$ cat src/design/swc_pkg.sv
// Shared constants and types of the sleep mode and CTS wake controller.
// Assumes a single 20 MHz clock and a Wishbone register slave.
package swc_pkg;
  // Clock rate in Hz.
  localparam int CLK_HZ = 20_000_000;
  // Clock period in ns.
  localparam int CLK_NS = 1_000_000_000 / CLK_HZ;
  // Radio frame length in ns, 4.616 ms.
  localparam int FRAME_NS = 4_616_000;
  localparam int FRAME_CYC = FRAME_NS / CLK_NS;
  // Frames in one paging multiframe.
  localparam int FRAMES_PER_PAGE = 51;
  // CTS-low listen slot and the UART slot after it, 5 ms each.
  localparam int LISTEN_MS = 5;
  localparam int LISTEN_CYC = LISTEN_MS * (CLK_HZ / 1000);
  // Resolution of the follow-up hold timer, 100 ms.
  localparam int TENTH_MS = 100;
  localparam int TENTH_CYC = TENTH_MS * (CLK_HZ / 1000);
  // Longest receive delay after an RTS wake-up, 60 ms.
  localparam int WAKE_MS = 60;
  localparam int WAKE_CYC = WAKE_MS * (CLK_HZ / 1000);
  // Functionality level codes.
  localparam logic [3:0] FUN_NC = 4'h0;
  localparam logic [3:0] FUN_FULL = 4'h1;
  localparam logic [3:0] FUN_C7 = 4'h7;
  localparam logic [3:0] FUN_C9 = 4'h9;
  // Reception factor range and reset value.
  localparam logic [3:0] DRX_MIN = 4'h2;
  localparam logic [3:0] DRX_MAX = 4'h9;
  localparam logic [3:0] DRX_RST = 4'h2;
  // Follow-up time in tenths of a second: 0.5 s to 1 h, 2 s default.
  localparam logic [15:0] FOLLOW_MIN = 16'h0005;
  localparam logic [15:0] FOLLOW_MAX = 16'h8CA0;
  localparam logic [15:0] FOLLOW_RST = 16'h0014;
  // Fixed hold of mode 7, 2 s in tenths.
  localparam logic [15:0] MODE7_HOLD = 16'h0014;
  // Register byte offsets.
  localparam logic [3:0] ADR_CTRL = 4'h0;
  localparam logic [3:0] ADR_FOLLOW = 4'h4;
  localparam logic [3:0] ADR_DRX = 4'h8;
  localparam logic [3:0] ADR_STATUS = 4'hC;
  // Position of the hardware handshake bit in the control word.
  localparam int CTRL_HS_BIT = 4;
  // Phase of the paging cycle.
  typedef enum logic [2:0] {PH_SLEEP, PH_LISTEN, PH_RXWIN, PH_WAKE, PH_HOLD} swc_phase_e;
  // Control word: handshake setting and functionality level.
  typedef struct packed {logic hs_hw; logic [3:0] fun;} swc_ctrl_s;
  // Status word shown to software.
  typedef struct packed {logic listen; logic sim_ok; logic clear; logic uart; logic saving;} swc_status_s;
endpackage : swc_pkg

$ cat src/design/swc_sleep_ctrl.sv
// Power-saving level control, paging-cycle CTS timing and wake-up handling.
// Assumes a 20 MHz clock, a classic Wishbone master and two host UART ports.
//
// The Wishbone register port and the register addresses were left to the implementer.
module swc_sleep_ctrl import swc_pkg::*; #(
  parameter int FRAME_C = FRAME_CYC,
  parameter int LISTEN_C = LISTEN_CYC,
  parameter int TENTH_C = TENTH_CYC,
  parameter int WAKE_C = WAKE_CYC
) (
  // Clock and reset.
  input wire logic clock,
  input wire logic rst,
  // Wishbone slave.
  input wire logic wb_cyc_i,
  input wire logic wb_stb_i,
  input wire logic wb_we_i,
  input wire logic [3:0] wb_adr_i,
  input wire logic [3:0] wb_sel_i,
  input wire logic [31:0] wb_dat_i,
  output logic [31:0] wb_dat_o,
  output logic wb_ack_o,
  // Host pins, asynchronous.
  input wire logic host_request_line_a,
  input wire logic host_request_line_b,
  input wire logic serial_port_a_rx,
  input wire logic serial_port_b_rx,
  input wire logic sim_ready,
  // Modem events, same clock.
  input wire logic wake_event,
  input wire logic tx_pending,
  input wire logic session_busy,
  // Outputs.
  output logic device_clear_line_a,
  output logic device_clear_line_b,
  output logic uart_enable,
  output logic saving_active
);
  localparam int LW = (WAKE_C > LISTEN_C) ? WAKE_C : LISTEN_C;
  localparam int CW = $clog2(LW + 1);
  // Synchronised pins: rts a, rts b, rx a, rx b, sim.
  logic [4:0] pin_s;
  // Previous synchronised rts and rx levels for edge detection.
  logic [3:0] pin_d;
  // Enable pulses from the dividers.
  logic frame_tick;
  logic tenth_tick;
  // Control, configuration and status registers.
  swc_ctrl_s ctrl_r;
  logic [15:0] follow_r;
  logic [3:0] drx_r;
  swc_status_s st_r;
  swc_status_s st_nxt;
  // Paging phase, slot counter and hold counter.
  swc_phase_e phase_r;
  swc_phase_e phase_nxt;
  logic [CW-1:0] cnt_r;
  logic [CW-1:0] cnt_nxt;
  logic [15:0] hold_r;
  logic [15:0] hold_nxt;
  logic [8:0] frame_r;
  logic page_start;
  // Decoded conditions.
  logic rts_fall;
  logic rx_start;
  logic sim_ok;
  logic cyclic;
  logic saving_eff;
  logic reload;
  logic [15:0] hold_val;
  logic wr_go;
  logic wr_ctrl;
  logic [3:0] wr_fun;

  // Pin synchroniser.
  swc_sync #(.W(5)) u_sync (
    .clock(clock),
    .rst(rst),
    .pin_in({sim_ready, serial_port_b_rx, serial_port_a_rx, host_request_line_b, host_request_line_a}),
    .rst_val(5'h1F),
    .sync_out(pin_s)
  );

  // Frame tick.
  swc_tick #(.PERIOD(FRAME_C)) u_frame (
    .clock(clock),
    .rst(rst),
    .tick(frame_tick)
  );

  // Tenth-second tick.
  swc_tick #(.PERIOD(TENTH_C)) u_tenth (
    .clock(clock),
    .rst(rst),
    .tick(tenth_tick)
  );

  // Edge detection on the synchronised host lines.
  always_ff @(posedge clock or posedge rst) begin
    if (rst) begin
      pin_d <= 4'hF;
    end else begin
      pin_d <= pin_s[3:0];
    end
  end

  // Either request line falling, either receive line starting a character.
  assign rts_fall = (pin_d[0] & ~pin_s[0]) | (pin_d[1] & ~pin_s[1]);
  assign rx_start = (pin_d[2] & ~pin_s[2]) | (pin_d[3] & ~pin_s[3]);
  assign sim_ok = pin_s[4];
  assign cyclic = (ctrl_r.fun == FUN_C7) || (ctrl_r.fun == FUN_C9);
  assign saving_eff = (ctrl_r.fun != FUN_FULL) && sim_ok;
  assign reload = tx_pending || wake_event || session_busy;
  assign hold_val = (ctrl_r.fun == FUN_C9) ? follow_r : MODE7_HOLD;

  // Paging multiframe counter.
  // interval is 51 frames times factor
  always_ff @(posedge clock or posedge rst) begin
    if (rst) begin
      frame_r <= '0;
    end else if (frame_tick) begin
      frame_r <= page_start ? '0 : frame_r + 1'b1;
    end
  end
  assign page_start = frame_tick && (frame_r == 9'(FRAMES_PER_PAGE * int'(drx_r) - 1));

  // Bus writes land at the acknowledge edge and need the serial side awake.
  // commands refused while asleep
  assign wr_go = wb_cyc_i && wb_stb_i && wb_we_i && wb_ack_o && st_r.uart;
  assign wr_fun = wb_dat_i[3:0];
  assign wr_ctrl = wr_go && (wb_adr_i == ADR_CTRL) && wb_sel_i[0] &&
                   ((wr_fun == FUN_NC) || (wr_fun == FUN_FULL) ||
                    (((wr_fun == FUN_C7) || (wr_fun == FUN_C9)) && wb_dat_i[CTRL_HS_BIT]));

  // Control register and functionality level.
  always_ff @(posedge clock or posedge rst) begin
    if (rst) begin
      ctrl_r <= '{hs_hw: 1'b0, fun: FUN_FULL};
    end else if (wr_ctrl) begin
      ctrl_r <= '{hs_hw: wb_dat_i[CTRL_HS_BIT], fun: wr_fun};
    end else if (wr_go && (wb_adr_i == ADR_CTRL) && wb_sel_i[0]) begin
      // Rejected level code: only the handshake bit is taken.
      ctrl_r.hs_hw <= wb_dat_i[CTRL_HS_BIT];
    end else if ((ctrl_r.fun == FUN_NC) && (rts_fall || wake_event)) begin
      ctrl_r.fun <= FUN_FULL;
    end
  end

  // Configuration registers, out-of-range values ignored.
  always_ff @(posedge clock or posedge rst) begin
    if (rst) begin
      follow_r <= FOLLOW_RST;
      drx_r <= DRX_RST;
    end else if (wr_go) begin
      if ((wb_adr_i == ADR_FOLLOW) && (wb_sel_i[1:0] == 2'h3) &&
          (wb_dat_i[15:0] >= FOLLOW_MIN) && (wb_dat_i[15:0] <= FOLLOW_MAX)) begin
        follow_r <= wb_dat_i[15:0];
      end
      if ((wb_adr_i == ADR_DRX) && wb_sel_i[0] && (wb_dat_i[3:0] >= DRX_MIN) && (wb_dat_i[3:0] <= DRX_MAX)) begin
        drx_r <= wb_dat_i[3:0];
      end
    end
  end

  // Phase sequencing of the paging cycle and the hold timer.
  always_comb begin
    phase_nxt = phase_r;
    cnt_nxt = (cnt_r == '0) ? cnt_r : cnt_r - 1'b1;
    hold_nxt = hold_r;
    if (!saving_eff) begin
      // Full level or no SIM: only a pending RTS wake delay runs on.
      if ((ctrl_r.fun == FUN_NC) && rts_fall && !sim_ok) begin
        phase_nxt = PH_SLEEP;
      end else if (phase_r == PH_WAKE) begin
        phase_nxt = (cnt_r == '0) ? PH_SLEEP : PH_WAKE;
      end else begin
        phase_nxt = PH_SLEEP;
      end
    end else if ((ctrl_r.fun == FUN_NC) && (rts_fall || wake_event)) begin
      phase_nxt = rts_fall ? PH_WAKE : PH_SLEEP;
      cnt_nxt = CW'(WAKE_C - 1);
    end else if (cyclic && reload) begin
      phase_nxt = PH_HOLD;
      hold_nxt = hold_val;
    end else if (cyclic && rts_fall && (phase_r == PH_HOLD)) begin
      hold_nxt = hold_val;
    end else if ((ctrl_r.fun == FUN_C9) && rts_fall && (phase_r != PH_WAKE)) begin
      phase_nxt = PH_WAKE;
      cnt_nxt = CW'(WAKE_C - 1);
    end else begin
      unique case (phase_r)
        PH_SLEEP: begin
          if (page_start) begin
            phase_nxt = PH_LISTEN;
            cnt_nxt = CW'(LISTEN_C - 1);
          end
        end
        PH_LISTEN: begin
          if (cyclic && rx_start) begin
            phase_nxt = PH_HOLD;
            hold_nxt = hold_val;
          end else if (cnt_r == '0) begin
            // 5 ms CTS then 5 ms UART
            phase_nxt = cyclic ? PH_RXWIN : PH_SLEEP;
            cnt_nxt = CW'(LISTEN_C - 1);
          end
        end
        PH_RXWIN: begin
          if (rx_start) begin
            phase_nxt = PH_HOLD;
            hold_nxt = hold_val;
          end else if (cnt_r == '0) begin
            phase_nxt = PH_SLEEP;
          end
        end
        PH_WAKE: begin
          if (cnt_r == '0) begin
            phase_nxt = PH_HOLD;
            hold_nxt = hold_val;
          end
        end
        PH_HOLD: begin
          if (rx_start) begin
            hold_nxt = hold_val;
          end else if (hold_r == '0) begin
            phase_nxt = PH_SLEEP;
          end else if (tenth_tick) begin
            hold_nxt = hold_r - 1'b1;
          end
        end
      endcase
    end
  end

  // Phase and counter state.
  always_ff @(posedge clock or posedge rst) begin
    if (rst) begin
      phase_r <= PH_SLEEP;
      cnt_r <= '0;
      hold_r <= '0;
    end else begin
      phase_r <= phase_nxt;
      cnt_r <= cnt_nxt;
      hold_r <= hold_nxt;
    end
  end

  // Output status from the phase.
  always_comb begin
    st_nxt.sim_ok = sim_ok;
    st_nxt.listen = saving_eff && ((phase_r == PH_LISTEN) || (phase_r == PH_RXWIN));
    if (!saving_eff) begin
      st_nxt.uart = (phase_r != PH_WAKE);
      st_nxt.clear = (phase_r != PH_WAKE);
    end else begin
      // CTS low only while UART on
      st_nxt.uart = cyclic && (phase_r != PH_SLEEP) && (phase_r != PH_WAKE);
      st_nxt.clear = cyclic && ((phase_r == PH_LISTEN) || (phase_r == PH_HOLD));
    end
    st_nxt.saving = saving_eff && (phase_r == PH_SLEEP);
  end

  // Registered status drives all pins; the clear lines get their own active-low flops.
  // both ports share one CTS
  always_ff @(posedge clock or posedge rst) begin
    if (rst) begin
      st_r <= '{listen: 1'b0, sim_ok: 1'b0, clear: 1'b1, uart: 1'b1, saving: 1'b0};
      device_clear_line_a <= 1'b0;
      device_clear_line_b <= 1'b0;
    end else begin
      st_r <= st_nxt;
      device_clear_line_a <= ~st_nxt.clear;
      device_clear_line_b <= ~st_nxt.clear;
    end
  end

  // Remaining pins come straight from the status flops.
  assign uart_enable = st_r.uart;
  assign saving_active = st_r.saving;

  // Wishbone acknowledge and read data, one wait state.
  always_ff @(posedge clock or posedge rst) begin
    if (rst) begin
      wb_ack_o <= 1'b0;
      wb_dat_o <= '0;
    end else begin
      wb_ack_o <= wb_cyc_i && wb_stb_i && !wb_ack_o;
      wb_dat_o <= '0;
      if (wb_cyc_i && wb_stb_i && !wb_ack_o && !wb_we_i) begin
        unique case (wb_adr_i)
          ADR_CTRL: wb_dat_o <= {27'h0, ctrl_r};
          ADR_FOLLOW: wb_dat_o <= {16'h0, follow_r};
          ADR_DRX: wb_dat_o <= {28'h0, drx_r};
          ADR_STATUS: wb_dat_o <= {27'h0, st_r};
          default: wb_dat_o <= '0;
        endcase
      end
    end
  end
endmodule // swc_sleep_ctrl

$ cat src/design/swc_sync.sv
// Two-stage synchroniser for a group of asynchronous pins.
// Assumes the pins are quasi-static against the clock period.
module swc_sync import swc_pkg::*; #(
  parameter int W = 1
) (
  // Clock and reset.
  input wire logic clock,
  input wire logic rst,
  // Pins in, synchronised levels out.
  input wire logic [W-1:0] pin_in,
  input wire logic [W-1:0] rst_val,
  output logic [W-1:0] sync_out
);
  // First stage, read only by the second stage.
  logic [W-1:0] meta_r;

  // One two-flop chain per bit; idle level after reset is high.
  genvar g;
  for (g = 0; g < W; g++) begin : g_bit
    always_ff @(posedge clock or posedge rst) begin
      if (rst) begin
        meta_r[g] <= 1'b1;
        sync_out[g] <= 1'b1;
      end else begin
        meta_r[g] <= pin_in[g];
        sync_out[g] <= meta_r[g];
      end
    end
  end
endmodule // swc_sync

$ cat src/design/swc_tick.sv
// Free-running divider giving a one-cycle enable pulse every PERIOD cycles.
// Assumes PERIOD is at least two.
module swc_tick import swc_pkg::*; #(
  parameter int PERIOD = FRAME_CYC
) (
  // Clock and reset.
  input wire logic clock,
  input wire logic rst,
  // Enable pulse.
  output logic tick
);
  localparam int CW = $clog2(PERIOD);
  // Cycle counter.
  logic [CW-1:0] cnt_r;

  // Counts down and pulses at the wrap.
  always_ff @(posedge clock or posedge rst) begin
    if (rst) begin
      cnt_r <= '0;
      tick <= 1'b0;
    end else begin
      tick <= (cnt_r == '0);
      cnt_r <= (cnt_r == '0) ? CW'(PERIOD - 1) : cnt_r - 1'b1;
    end
  end
endmodule // swc_tick

$ cat config.mk
export PLATFORM = sky130hd
export DESIGN_NAME = swc_sleep_ctrl
export DESIGN_NICKNAME = d
export VERILOG_FILES = /design/src/design/swc_pkg.sv /design/src/design/swc_sleep_ctrl.sv /design/src/design/swc_sync.sv /design/src/design/swc_tick.sv
export SDC_FILE = /design/constraint.sdc
export NUM_CORES = 1
export LEC_CHECK = 0
export ABC_AREA = 1
export ABC_CLOCK_PERIOD_IN_PS = 3700
export BUFFER_PORTS_ARGS = -buffer_cell sky130_fd_sc_hd__buf_2
export CORE_ASPECT_RATIO = 2
export CORE_MARGIN = 4
export CORE_UTILIZATION = 60
export DETAILED_ROUTE_END_ITERATION = 8
export PLACE_DENSITY = 0.86
export RECOVER_POWER = 50
export SYNTH_ARGS = -nofsm -noshare
export SYNTH_HDL_FRONTEND = slang
export SYNTH_HIERARCHICAL = 1
export SYNTH_SLANG_ARGS = --single-unit
$ cat constraint.sdc
create_clock -name clock -period 3.7 [get_ports clock]
set_input_delay 0.74 -clock clock [delete_from_list [all_inputs] [get_ports clock]]
set_output_delay 0.74 -clock clock [all_outputs]
set_load 0.01 [all_outputs]
==> flow_summary_export.csv <==
group,metric,value,unit
run_status,violations,"max-capacitance violations, max-slew violations",
critical_path,cp_top_family,"adder cells",
critical_path,crit_buf_inv,5,
finish,layoutNonFillerInstCount,1440,
floorplanning,start_util,61.1,%
drt,vias_per_cell,5.59,
timing,min_period,3.47,ns
drt,dr_wl_met3,1030,um
critical_path,cp_max_fo,7,
cts,clock_latency,0.42,ns
synthesis,postSynthCellCount,1169,
global_route,grt_pass1_vias,8044,
critical_path,worstPathCellList,"inv_1, ha_1, inv_1, fa_1, ha_1, inv_1, nand2_1, nand2_1, inv_1, nand2_1, nand2_1, nand2_1, inv_1, nand2_1, nor2_1, nand4_1, nand2_1, nand2_1, o21a_1",
critical_path,arrival,3.78,ns
timing,slew_violations,51,
finish,layout_commonest_cell,"nand2_1",
cts,numCtsBuffers,17,
placed_design,io_buffer_count,55,
pwr,p_leak,0.00499,uW
finish,nNetsFinal,1310,
finish,syn_to_final_growth,10.6,%
cts,cts_tree,"done",
placed_design,hpwl,16300,um
finish,antennaDiodeCount,0,
timing,finalSetupViolCount,0,
pwr,ir_drop,0.000343,V
critical_path,critPathKind,"register to register",
global_route,antenna_found_initial,0,
global_route,grt_pass1_wl,37400,um
synthesis,syn_area_per_cell,7.74,um^2
timing,setup-tns-final,0,ns
floorplanning,die_x,94.9,um
placed_design,place.gp.congestion,0.987,
critical_path,slowest_delay,0.61,ns
synthesis,ys_warn_count,6,
critical_path,end_kind,"register",
drt,dr.pass1.iters,6,
drt,wl_met2,12400,um
timing,slew_headroom,-55.6,%
job,maxCapViolCount,1,
cts,cts_max_level,4,
run_status,status,"complete, but fails checks",
cts,post_cts_buffers,0,
cts,cts_root_buffer,"clkbuf_16",
floorplanning,ios,90,
drt,ant_nets,0,
drt,post_drt_wl_per_cell,15.6,um
cts,clk_path_buf_depth,2,
timing,grt_setup_unrepaired,"true",
floorplanning,coreArea,14800,um^2
synthesis,netlist_area,9050,um^2
timing,max_slew.worst_pin.slew,2.32,ns
finish,final_cell_mix,"nand2_1, nor2_1, inv_1, dfrtp_1, nand3_1",
drt,drt-total-wl,22500,um
global_route,track_usage,27.5,%
timing,period_share,93.8,%
drt,vias,8054,
drt,drc_errors,0,
cts,clk_pin_slew,0.07,ns
critical_path,r2r_setup_slack,0.23,ns
floorplanning,die_h,182,um
placed_design,dp_cells,1408,
critical_path,worst_path_max_delay_cell,"dfstp_2",
global_route,grt_overflow_total,0,
global_route,grt_max_degree,52,
critical_path,crit_top_cell,"nand2_1",
cts,cts.sinks,151,
drt,drt_iter0_drc,538,
critical_path,start_kind,"register",
timing,clock_skew,0.0118,ns
cts,cts_resized,0,
cts,ctsHoldBuffers,0,
timing,hold_violations,0,
timing,max_freq,0.288,GHz
drt,wl_met1,7990,um
floorplanning,die_area,17200,um^2
hold_path,min_path_type,"register to register",
finish,layout-drive-gt1-share,14.6,%
pwr,p_per_area,433,nW/um^2
floorplanning,fp-row-count,63,
drt,highest_layer,"met4",
critical_path,required,4.01,ns
==> per-stage QoR <==
stage               power, uW  hold WS (ns)  area, um^2  util (%)  worst slack (ns)
finish                   4330         0.353       10000      67.5             0.229
global route             4510         0.365       10000      67.5         -0.000629
CTS                      4340         0.356       10100      67.9             0.277
detailed placement       2550         0.347        9460      63.9             0.285
global placement         2530         0.346        9460      63.9             0.376
floorplan                2400         0.345        9110         -             0.329
==> flip-flops by register name, summed over array words and instances (netlist names), 3 cells and up <==
signal,cells
drx_r,4
u_sync/sync_out,5
u_sync/meta_r,5
follow_r,16
phase_r,3
pin_d,4
ctrl_r,5
frame_r,9
hold_r,16
u_tenth/cnt_r,21
st_r,3
wb_dat_o,16
cnt_r,21
u_frame/cnt_r,17
==> area by class of cell <==
cell class	count	area (um^2)
fillers	1230	4810
multi-input cells	850	4470
flip-flops and latches	151	3800
inverters	154	581
clock buffers	18	439
repair buffers	58	309
well taps	195	244
clock inverters	14	161
==> power by group <==
group	total, uW	switching [uW]	internal, uW
logic	729	487	242
clock network	1780	755	1030
registers	1820	75.3	1740
==> metal layers <==
layer	GRT usage, %	up-vias
li1	-	3848
met1	29.8	3805
met3	3.77	85
met4	14.3	0
met2	50.3	316
met5	0	-
==> worst paths after layout <==
| path | depth (start not counted) | startpoint | end |
|---|---|---|---|
| worst max-delay path | 19 | drx_r[1]$_DFFE_PP1P_ | cnt_r[11]$_DFF_PP0_ |
| min in group asynchronous | 2 | rst | u_frame/cnt_r[16]$_DFF_PP0_ |
| worst min-delay path | 0 | u_sync/meta_r[2]$_DFF_PP1_ | u_sync/sync_out[2]$_DFF_PP1_ |
| max in group asynchronous | 3 | rst | st_r[2]$_DFF_PP1_ |
| worst max register to register | 19 | drx_r[1]$_DFFE_PP1P_ | cnt_r[11]$_DFF_PP0_ |
| worst min register to register | 0 | u_sync/meta_r[2]$_DFF_PP1_ | u_sync/sync_out[2]$_DFF_PP1_ |
No activity file was read; power rests on OpenSTA's default activity.
